<file path="src/asr_pkg.sv">
package asr_pkg;
	// ----------------------------------------------------------------
	// Register indices
	// ----------------------------------------------------------------
	localparam logic [6:0] ADDR_STACK_ENGINE_CONFIG = 7'h10;
	localparam logic [6:0] ADDR_BACKING_STORE_POINTER = 7'h11;
	localparam logic [6:0] ADDR_BACKING_SPILL_POINTER = 7'h12;
	localparam logic [6:0] ADDR_STACK_TOKEN_COLLECTION = 7'h13;
	localparam logic [6:0] ADDR_COMPARE_STORE_DATA = 7'h19;
	localparam logic [6:0] ADDR_EXCHANGE_COMPARE_VALUE = 7'h20;
	localparam logic [6:0] ADDR_USER_TOKEN_COLLECTION = 7'h24;
	localparam logic [6:0] ADDR_FLOAT_STATUS = 7'h28;
	localparam logic [6:0] ADDR_INTERVAL_TIME_COUNTER = 7'h2c;
	localparam logic [6:0] ADDR_PREVIOUS_FUNCTION_STATE = 7'h40;
	localparam logic [6:0] ADDR_LOOP_COUNTER = 7'h41;
	localparam logic [6:0] ADDR_EPILOG_COUNTER = 7'h42;
	// ----------------------------------------------------------------
	// Field positions
	// ----------------------------------------------------------------
	localparam int CFG_MODE_LSB = 0;
	localparam int CFG_PL_LSB = 2;
	localparam int CFG_BE_BIT = 4;
	localparam int CFG_LOAD_LSB = 16;
	localparam int CFG_LOAD_W = 14;
	localparam int PFS_PFM_LSB = 0;
	localparam int PFS_PFM_W = 38;
	localparam int PFS_PEC_LSB = 52;
	localparam int PFS_PPL_LSB = 62;
	localparam int EPILOG_W = 6;
	localparam logic [63:0] CFG_WMASK = 64'h0000_0000_3FFF_001F;
	localparam logic [63:0] PFS_WMASK = 64'hC3F0_003F_FFFF_FFFF;
	localparam logic [63:0] TOKEN_WMASK = 64'h7FFF_FFFF_FFFF_FFFF;
	localparam logic [63:0] PTR_WMASK = 64'hFFFF_FFFF_FFFF_FFF8;
	// ----------------------------------------------------------------
	// Reset values and timing
	// ----------------------------------------------------------------
	localparam logic [63:0] RESET_WORD = 64'h0000_0000_0000_0000;
	localparam logic [1:0] PL_MOST = 2'h0;
	localparam logic [3:0] ITC_RATIO = 4'h1;
	typedef enum logic [1:0] {
		ASR_LAZY = 2'b00,
		ASR_STORE_EAGER = 2'b01,
		ASR_LOAD_EAGER = 2'b10,
		ASR_BOTH_EAGER = 2'b11
	} asr_mode_t;
endpackage : asr_pkg

</file>
<file path="src/asr_regs.sv">
`timescale 1ns/10ps
module asr_regs (
	input wire logic CLK_I,
	input wire logic RST_N_I,
	input wire logic [1:0] CPL_I,
	input wire logic ITC_SECURE_I,
	input wire logic RD_I,
	input wire logic LEGACY_RD_I,
	input wire logic WR_I,
	input wire logic [6:0] ADDR_I,
	input wire logic [63:0] WDATA_I,
	input wire logic CALL_I,
	input wire logic RET_I,
	input wire logic [37:0] CFM_I,
	input wire logic LOOP_BR_I,
	input wire logic LD16_I,
	input wire logic [63:0] LD16_DATA_I,
	input wire logic SPILL_I,
	input wire logic [63:0] SPILL_POS_I,
	input wire logic SPILL_TOKEN_I,
	input wire logic BSP_LOAD_I,
	input wire logic [63:0] BSP_I,
	input wire logic SPILL_ADV_I,
	input wire logic FP_NATIVE_I,
	input wire logic [63:0] FP_FLAGS_I,
	output logic [63:0] RDATA_O,
	output logic RVALID_O,
	output logic PRIV_FAULT_O,
	output logic GP_FAULT_O,
	output logic [1:0] STACK_MODE_O,
	output logic [1:0] STACK_PRIV_O,
	output logic STACK_BE_O,
	output logic [13:0] LOAD_DIST_O,
	output logic [63:0] SPILL_ADDR_O,
	output logic [63:0] STORE16_DATA_O,
	output logic [63:0] XCHG_CMP_O,
	output logic [63:0] USER_TOKEN_O,
	output logic [63:0] FP_CTRL_O,
	output logic RET_VALID_O,
	output logic [37:0] RET_CFM_O,
	output logic [1:0] RET_CPL_O
);
	// ----------------------------------------------------------------
	// Storage
	// ----------------------------------------------------------------
	logic [63:0] cfg_r, bsp_r, spill_r, stok_r, csd_r, ccv_r, utok_r, float_status_r;
	logic [63:0] itc_r, pfs_r, lc_r;
	logic [5:0] ec_r;
	logic [3:0] div_r;
	logic wr_ok, rd_itc_bad;
	logic [1:0] pl_req;

	function automatic logic hit(input logic [6:0] a, input logic [6:0] r);
		return a == r;
	endfunction : hit

	function automatic logic [63:0] merge(input logic [63:0] old, input logic [63:0] nw,
		input logic [63:0] m);
		return (old & ~m) | (nw & m);
	endfunction : merge

	assign wr_ok = WR_I;
	assign pl_req = WDATA_I[asr_pkg::CFG_PL_LSB +: 2];
	assign rd_itc_bad = ITC_SECURE_I && (CPL_I != asr_pkg::PL_MOST)
		&& hit(ADDR_I, asr_pkg::ADDR_INTERVAL_TIME_COUNTER);

	// ----------------------------------------------------------------
	// Stack engine configuration
	// ----------------------------------------------------------------
	always_ff @(posedge CLK_I) begin
		if (!RST_N_I) begin
			cfg_r <= asr_pkg::RESET_WORD;
		end else if (wr_ok && hit(ADDR_I, asr_pkg::ADDR_STACK_ENGINE_CONFIG)) begin
			// Larger code is less privileged; clamp to current level
			if (pl_req < CPL_I) begin
				cfg_r <= merge(cfg_r, {WDATA_I[63:4], CPL_I, WDATA_I[1:0]},
					asr_pkg::CFG_WMASK);
			end else begin
				cfg_r <= merge(cfg_r, WDATA_I, asr_pkg::CFG_WMASK);
			end
		end
	end

	// Eager modes are hints only; engine always runs lazy
	always_ff @(posedge CLK_I) begin
		if (!RST_N_I) begin
			STACK_MODE_O <= 2'b00;
			STACK_PRIV_O <= 2'b00;
			STACK_BE_O <= 1'b0;
			LOAD_DIST_O <= 14'h0000;
		end else begin
			STACK_MODE_O <= asr_pkg::ASR_LAZY;
			STACK_PRIV_O <= cfg_r[asr_pkg::CFG_PL_LSB +: 2];
			STACK_BE_O <= cfg_r[asr_pkg::CFG_BE_BIT];
			LOAD_DIST_O <= cfg_r[asr_pkg::CFG_LOAD_LSB +: asr_pkg::CFG_LOAD_W];
		end
	end

	// ----------------------------------------------------------------
	// Backing store pointers and token collection
	// ----------------------------------------------------------------
	always_ff @(posedge CLK_I) begin
		if (!RST_N_I) begin
			bsp_r <= asr_pkg::RESET_WORD;
		end else if (BSP_LOAD_I) begin
			bsp_r <= BSP_I & asr_pkg::PTR_WMASK;
		end
	end

	always_ff @(posedge CLK_I) begin
		if (!RST_N_I) begin
			spill_r <= asr_pkg::RESET_WORD;
		end else if (wr_ok && hit(ADDR_I, asr_pkg::ADDR_BACKING_SPILL_POINTER)) begin
			spill_r <= WDATA_I;
		end else if (SPILL_ADV_I) begin
			spill_r <= spill_r + 64'h0000_0000_0000_0008;
		end
	end

	always_ff @(posedge CLK_I) begin
		if (!RST_N_I) begin
			SPILL_ADDR_O <= asr_pkg::RESET_WORD;
		end else begin
			SPILL_ADDR_O <= spill_r & asr_pkg::PTR_WMASK;
		end
	end

	always_ff @(posedge CLK_I) begin
		if (!RST_N_I) begin
			stok_r <= asr_pkg::RESET_WORD;
		end else if (wr_ok && hit(ADDR_I, asr_pkg::ADDR_STACK_TOKEN_COLLECTION)) begin
			stok_r <= WDATA_I & asr_pkg::TOKEN_WMASK;
		end else if (SPILL_I) begin
			stok_r <= (stok_r | (SPILL_POS_I & {64{SPILL_TOKEN_I}}))
				& asr_pkg::TOKEN_WMASK;
		end
	end

	// ----------------------------------------------------------------
	// Operand registers
	// ----------------------------------------------------------------
	always_ff @(posedge CLK_I) begin
		if (!RST_N_I) begin
			csd_r <= asr_pkg::RESET_WORD;
		end else if (LD16_I) begin
			csd_r <= LD16_DATA_I;
		end else if (wr_ok && hit(ADDR_I, asr_pkg::ADDR_COMPARE_STORE_DATA)) begin
			csd_r <= WDATA_I;
		end
	end

	always_ff @(posedge CLK_I) begin
		if (!RST_N_I) begin
			ccv_r <= asr_pkg::RESET_WORD;
			utok_r <= asr_pkg::RESET_WORD;
		end else begin
			if (wr_ok && hit(ADDR_I, asr_pkg::ADDR_EXCHANGE_COMPARE_VALUE)) begin
				ccv_r <= WDATA_I;
			end
			if (wr_ok && hit(ADDR_I, asr_pkg::ADDR_USER_TOKEN_COLLECTION)) begin
				utok_r <= WDATA_I;
			end
		end
	end

	always_ff @(posedge CLK_I) begin
		if (!RST_N_I) begin
			STORE16_DATA_O <= asr_pkg::RESET_WORD;
			XCHG_CMP_O <= asr_pkg::RESET_WORD;
			USER_TOKEN_O <= asr_pkg::RESET_WORD;
			FP_CTRL_O <= asr_pkg::RESET_WORD;
		end else begin
			STORE16_DATA_O <= csd_r;
			XCHG_CMP_O <= ccv_r;
			USER_TOKEN_O <= utok_r;
			FP_CTRL_O <= float_status_r;
		end
	end

	// ----------------------------------------------------------------
	// Float status
	// ----------------------------------------------------------------
	// Legacy float ops never reach this register
	always_ff @(posedge CLK_I) begin
		if (!RST_N_I) begin
			float_status_r <= asr_pkg::RESET_WORD;
		end else if (wr_ok && hit(ADDR_I, asr_pkg::ADDR_FLOAT_STATUS)) begin
			float_status_r <= WDATA_I;
		end else if (FP_NATIVE_I) begin
			float_status_r <= float_status_r | FP_FLAGS_I;
		end
	end

	// ----------------------------------------------------------------
	// Interval counter
	// ----------------------------------------------------------------
	always_ff @(posedge CLK_I) begin
		if (!RST_N_I) begin
			div_r <= 4'h0;
		end else if (div_r == asr_pkg::ITC_RATIO - 4'h1) begin
			div_r <= 4'h0;
		end else begin
			div_r <= div_r + 4'h1;
		end
	end

	always_ff @(posedge CLK_I) begin
		if (!RST_N_I) begin
			itc_r <= asr_pkg::RESET_WORD;
		end else if (wr_ok && hit(ADDR_I, asr_pkg::ADDR_INTERVAL_TIME_COUNTER)
			&& CPL_I == asr_pkg::PL_MOST) begin
			itc_r <= WDATA_I;
		end else if (div_r == asr_pkg::ITC_RATIO - 4'h1) begin
			itc_r <= itc_r + 64'h0000_0000_0000_0001;
		end
	end

	// ----------------------------------------------------------------
	// Previous function state, loop and epilog
	// ----------------------------------------------------------------
	always_ff @(posedge CLK_I) begin
		if (!RST_N_I) begin
			pfs_r <= asr_pkg::RESET_WORD;
		end else if (CALL_I) begin
			pfs_r <= {CPL_I, 4'h0, ec_r, 14'h0000, CFM_I};
		end else if (wr_ok && hit(ADDR_I, asr_pkg::ADDR_PREVIOUS_FUNCTION_STATE)) begin
			pfs_r <= WDATA_I & asr_pkg::PFS_WMASK;
		end
	end

	always_ff @(posedge CLK_I) begin
		if (!RST_N_I) begin
			ec_r <= 6'h00;
		end else if (RET_I) begin
			ec_r <= pfs_r[asr_pkg::PFS_PEC_LSB +: asr_pkg::EPILOG_W];
		end else if (wr_ok && hit(ADDR_I, asr_pkg::ADDR_EPILOG_COUNTER)) begin
			ec_r <= WDATA_I[5:0];
		end
	end

	always_ff @(posedge CLK_I) begin
		if (!RST_N_I) begin
			RET_VALID_O <= 1'b0;
			RET_CFM_O <= 38'h00_0000_0000;
			RET_CPL_O <= 2'b00;
		end else begin
			RET_VALID_O <= RET_I;
			if (RET_I) begin
				RET_CFM_O <= pfs_r[asr_pkg::PFS_PFM_LSB +: asr_pkg::PFS_PFM_W];
				// Numerically lower is more privileged
				RET_CPL_O <= (pfs_r[asr_pkg::PFS_PPL_LSB +: 2] > CPL_I)
					? pfs_r[asr_pkg::PFS_PPL_LSB +: 2] : CPL_I;
			end
		end
	end

	always_ff @(posedge CLK_I) begin
		if (!RST_N_I) begin
			lc_r <= asr_pkg::RESET_WORD;
		end else if (wr_ok && hit(ADDR_I, asr_pkg::ADDR_LOOP_COUNTER)) begin
			lc_r <= WDATA_I;
		end else if (LOOP_BR_I) begin
			lc_r <= lc_r - 64'h0000_0000_0000_0001;
		end
	end

	// ----------------------------------------------------------------
	// Read port
	// ----------------------------------------------------------------
	always_ff @(posedge CLK_I) begin
		if (!RST_N_I) begin
			RDATA_O <= asr_pkg::RESET_WORD;
			RVALID_O <= 1'b0;
			PRIV_FAULT_O <= 1'b0;
			GP_FAULT_O <= 1'b0;
		end else begin
			RVALID_O <= (RD_I && !rd_itc_bad)
				|| (LEGACY_RD_I && !(ITC_SECURE_I && CPL_I != asr_pkg::PL_MOST));
			PRIV_FAULT_O <= RD_I && rd_itc_bad;
			GP_FAULT_O <= LEGACY_RD_I && ITC_SECURE_I && CPL_I != asr_pkg::PL_MOST;
			if (LEGACY_RD_I) begin
				RDATA_O <= ITC_SECURE_I && CPL_I != asr_pkg::PL_MOST ?
					asr_pkg::RESET_WORD : itc_r;
			end else if (RD_I && !rd_itc_bad) begin
				unique case (ADDR_I)
					asr_pkg::ADDR_STACK_ENGINE_CONFIG: RDATA_O <= cfg_r;
					asr_pkg::ADDR_BACKING_STORE_POINTER: RDATA_O <= bsp_r;
					asr_pkg::ADDR_BACKING_SPILL_POINTER: RDATA_O <= spill_r & asr_pkg::PTR_WMASK;
					asr_pkg::ADDR_STACK_TOKEN_COLLECTION: RDATA_O <= stok_r;
					asr_pkg::ADDR_COMPARE_STORE_DATA: RDATA_O <= csd_r;
					asr_pkg::ADDR_EXCHANGE_COMPARE_VALUE: RDATA_O <= ccv_r;
					asr_pkg::ADDR_USER_TOKEN_COLLECTION: RDATA_O <= utok_r;
					asr_pkg::ADDR_FLOAT_STATUS: RDATA_O <= float_status_r;
					asr_pkg::ADDR_INTERVAL_TIME_COUNTER: RDATA_O <= itc_r;
					asr_pkg::ADDR_PREVIOUS_FUNCTION_STATE: RDATA_O <= pfs_r;
					asr_pkg::ADDR_LOOP_COUNTER: RDATA_O <= lc_r;
					asr_pkg::ADDR_EPILOG_COUNTER: RDATA_O <= {58'h0, ec_r};
					default: RDATA_O <= asr_pkg::RESET_WORD;
				endcase
			end
		end
	end
endmodule : asr_regs
</file>
<file path="config.mk">
export PLATFORM = sky130hd
export DESIGN_NAME = asr_regs
export DESIGN_NICKNAME = d
export VERILOG_FILES = /design/src/asr_pkg.sv /design/src/asr_regs.sv
export SDC_FILE = /design/constraint.sdc
export NUM_CORES = 2
export LEC_CHECK = 0
export BUFFER_PORTS_ARGS = -buffer_cell sky130_fd_sc_hd__buf_4
export CAP_MARGIN = 20
export CORE_AREA = 4 4 319 321
export DETAILED_ROUTE_END_ITERATION = 7
export DIE_AREA = 0 0 323 325
export HOLD_SLACK_MARGIN = 0.1
export PLACE_DENSITY = 0.74
export REMOVE_ABC_BUFFERS = 1
export SLEW_MARGIN = 20
export SYNTH_ARGS = -nofsm -noshare
export SYNTH_HDL_FRONTEND = slang
export SYNTH_SLANG_ARGS = --single-unit
</file>
<file path="constraint.sdc">
create_clock -name CLK_I -period 4.4 [get_ports CLK_I]
set_clock_uncertainty 0.05 [all_clocks]
set_input_delay 0.66 -clock CLK_I [delete_from_list [all_inputs] [get_ports CLK_I]]
set_output_delay 0.66 -clock CLK_I [all_outputs]
set_load 0.1 [all_outputs]
</file>
==> results by group <==
Layout
  – Final net count: around 6100
  – Area occupied by multi-input gates: 21700 sq um
  – Share of cells above drive strength 1: 20.4%
  – FF/Latch Area: 21700 sq um
  – Syn-to-layout area delta: 24.5%
  – Fillers: just under 9000

Clocking
  – CTS tree: built
  – Root buffer selected by CTS: clkbuf_16
  – CTS resizes: 0
  – CTS sink cnt: between 1000 and 1500
  – Clock latency on the worst-skew pair: between 0.7 and 0.8 ns
  – H-tree Lvls: 3
  – Clock buffer depth: 3
  – TritonCTS Buffers: 111
  – Clock transition at the registers of the reported paths: ~0.060 ns

Global routing
  – Gr ovfl total: 0
  – Initial antenna violation count: 14
  – First-pass GRT wire length: between 200000 and 300000 um
  – Vias in the first global route: ~40000
  – Largest net degree at the start of global routing: 241
  – GRT Util Overall: roughly 36%

Synthesis
  – Area leader, netlist: dfxtp_1
  – Mean post-synth cell area: roughly 8.9 sq um
  – Ranking of synthesized cells by area: dfxtp_1, mux2i_1, and2_1, a21oi_1, nor2_1
  – Top_reg_cell synth: dfxtp_1
  – FFs w/ async S/R, synth: 0%
  – Seq/Total Area, Yosys: around 48%
  – Number of flops mapped to enable cells by yosys: 0
  – Most numerous cell in the Yosys netlist: dfxtp_1
  – Synth top cells by count: dfxtp_1, nor2_1, a21oi_1
  – Top-area cell type share of the netlist area: between 40% and 50%
  – Number of synthesized register bits: 1086
  – Count of different cell masters after synthesis: 74
  – Mapped Area: roughly 45000 sq um
  – Synthesized instance count: 5076
  – Ys Warns: 0

Placed design
  – Place WS: approximately 0.79 ns
  – Routability Congestion: about 0.9
  – Port buffer count: between 800 and 900
  – Detailed placement HPWL: around 130000 um

Die
  – DIE AREA: ~100000 sq um
  – Core ar.: about 99000 sq um
  – Die height: 325 um
  – IO Count: approximately 830
  – Die width: 323 um
  – Row cnt: ~120
  – Starting Density: between 40% and 50%

Detailed routing
  – Routed wire per std cell: approximately 28 um
  – M1 WL: around 75000 um
  – Detail Route Antenna Nets: 0
  – Met2 Routed Length: 88100 um
  – Initial DRC Count: 5358
  – WL final: a little under 200000 um
  – DRC: 0
  – DR pass1 iterations: 8
  – Vias/cell: 6.07
  – Met3 routed WL: roughly 22000 um
  – Total number of vias: 42900
  – Highest Signal Layer: met5

STA
  – Final Cycle Share: 81.2%
  – Final Setup Violations: 0
  – RSZ-0062 raised after global routing: false
  – Hold violation count in the final report: 0
  – Worst slew pin tran: ~1.2 ns
  – F_max: around 280 MHz
  – Fin crit period: 3.57 ns
  – Fin Hold WS: about 0.13 ns
  – Final worst slack: roughly 0.83 ns
  – Slew Viols, Final: 0
  – Setup TNS: 0 ns
  – Rel. slew slack: between 10% and 20%

Critical path
  – CP startpoint kind: register
  – Critical path required time: between 4 and 5 ns
  – Crit Path Category: reg -> reg
  – R2R cell count: 6
  – CP endpoint kind: register
  – Critical Path AT: slightly above 4 ns
  – Crit path max fanout: 11

Power and ir drop
  – Leakage power: 22.8 nW
  – PnR Total Power: around 24 mW
  – PD cells: between 400 and 500 nW/um^2
  – Max rail drop VDD: 0.302 mV

Job
  – MaxCap Viol Count: 0

Worst hold path
  – Hold crit path type: in -> reg
  – Hold depth: 3

Outcome
  – Outcome: completed
-- cells by family (layout without fill, tap and decap cells) --
family,count (synthesis),after routing,synth area share (%)
compound gates,1293,1293,17.8
xor+xnor,183,183,3.55
fa+ha+maj,10,10,0.277
buf+inv,491,1160,4.29
flops,1086,1086,48.2
mux,345,345,7.74
other cells,1,21,0.00831
simple gates,1667,1667,18.2
-- critical path, cell delays in order, from the launching register on --
cell and delay (ns):
dfxtp_1 0.38, nor4_1 0.45, nor2b_1 0.76, nand4_1 0.97, nor3_1 0.53, xnor2_1 0.18
a21oi_1 0.09
-- path summary, 6_finish.rpt --
path / start / end / slack (ns)
max: lc_r[36] / lc_r[52] / 0.83
max reg2reg: lc_r[36] / lc_r[52] / 0.83
min: BSP_I[57] / bsp_r[57] / 0.13
min reg2reg: utok_r[0] / utok_r[0] / 0.41
-- placed cells by master (no fill, tap or decap), types with 27 or more instances in the layout --
cell type | synthesis | routed
nand2_1 | 469 | 462
mux2i_1 | 322 | 322
nor4_1 | 29 | 27
nand3_1 | 55 | 53
buf_4 | 5 | 896
clkbuf_16 | 0 | 112
dfxtp_1 | 1086 | 1086
nor3_1 | 48 | 48
xnor2_1 | 94 | 94
a22oi_1 | 164 | 164
a221o_1 | 32 | 32
o21ai_0 | 201 | 201
and2_1 | 391 | 388
xor2_1 | 89 | 89
inv_1 | 29 | 29
a21oi_1 | 482 | 482
nand4_1 | 55 | 55
a211oi_1 | 223 | 223
nor2_1 | 489 | 488
o22ai_1 | 107 | 107
-- layer usage --
layer | vias up | GRT usage, %
met5 | - | 0
met4 | 4 | 19.4
met3 | 616 | 9.60
met2 | 2781 | 56.1
met1 | 20400 | 44.8
li1 | 19000 | -
-- power by group --
| part | total (mW) | leakage, nW | switching, mW | internal [mW] |
|---|---|---|---|---|
| combinational | 3.31 | 12.2 | 2.23 | 1.08 |
| sequential | 10.6 | 8.83 | 0.389 | 10.2 |
| clock | 9.78 | 1.83 | 4.13 | 5.65 |
| total | 23.7 | 22.8 | 6.74 | 16.9 |
-- repair_timing --
action / 4_1_cts / 5_1_grt
hold buffers: 17 / 0
setup buffers: 0 / 0
endpoints found under the hold margin: 17 / 0
-- stage by stage --
step	cells	area (sq um)	utilization (%)
global placement	6831	52200	52.6
detailed placement	6831	52300	52.6
global route	7052	56200	56.6
CTS	7047	56100	56.6
finish	7063	56200	56.6
floorplan	4619	43300	-
-- cell type report --
cell class / count / area share, %
diodes: 16 / 0.0713
clock buffers: 158 / 5.72
clock inverters: 41 / 0.904
inverters: 30 / 0.214
multi-input cells: 3503 / 38.6
flip-flops and latches: 1086 / 38.7
well taps: 1298 / 2.89
repair buffers: 931 / 12.9
Power figures use the tool's default switching activity.
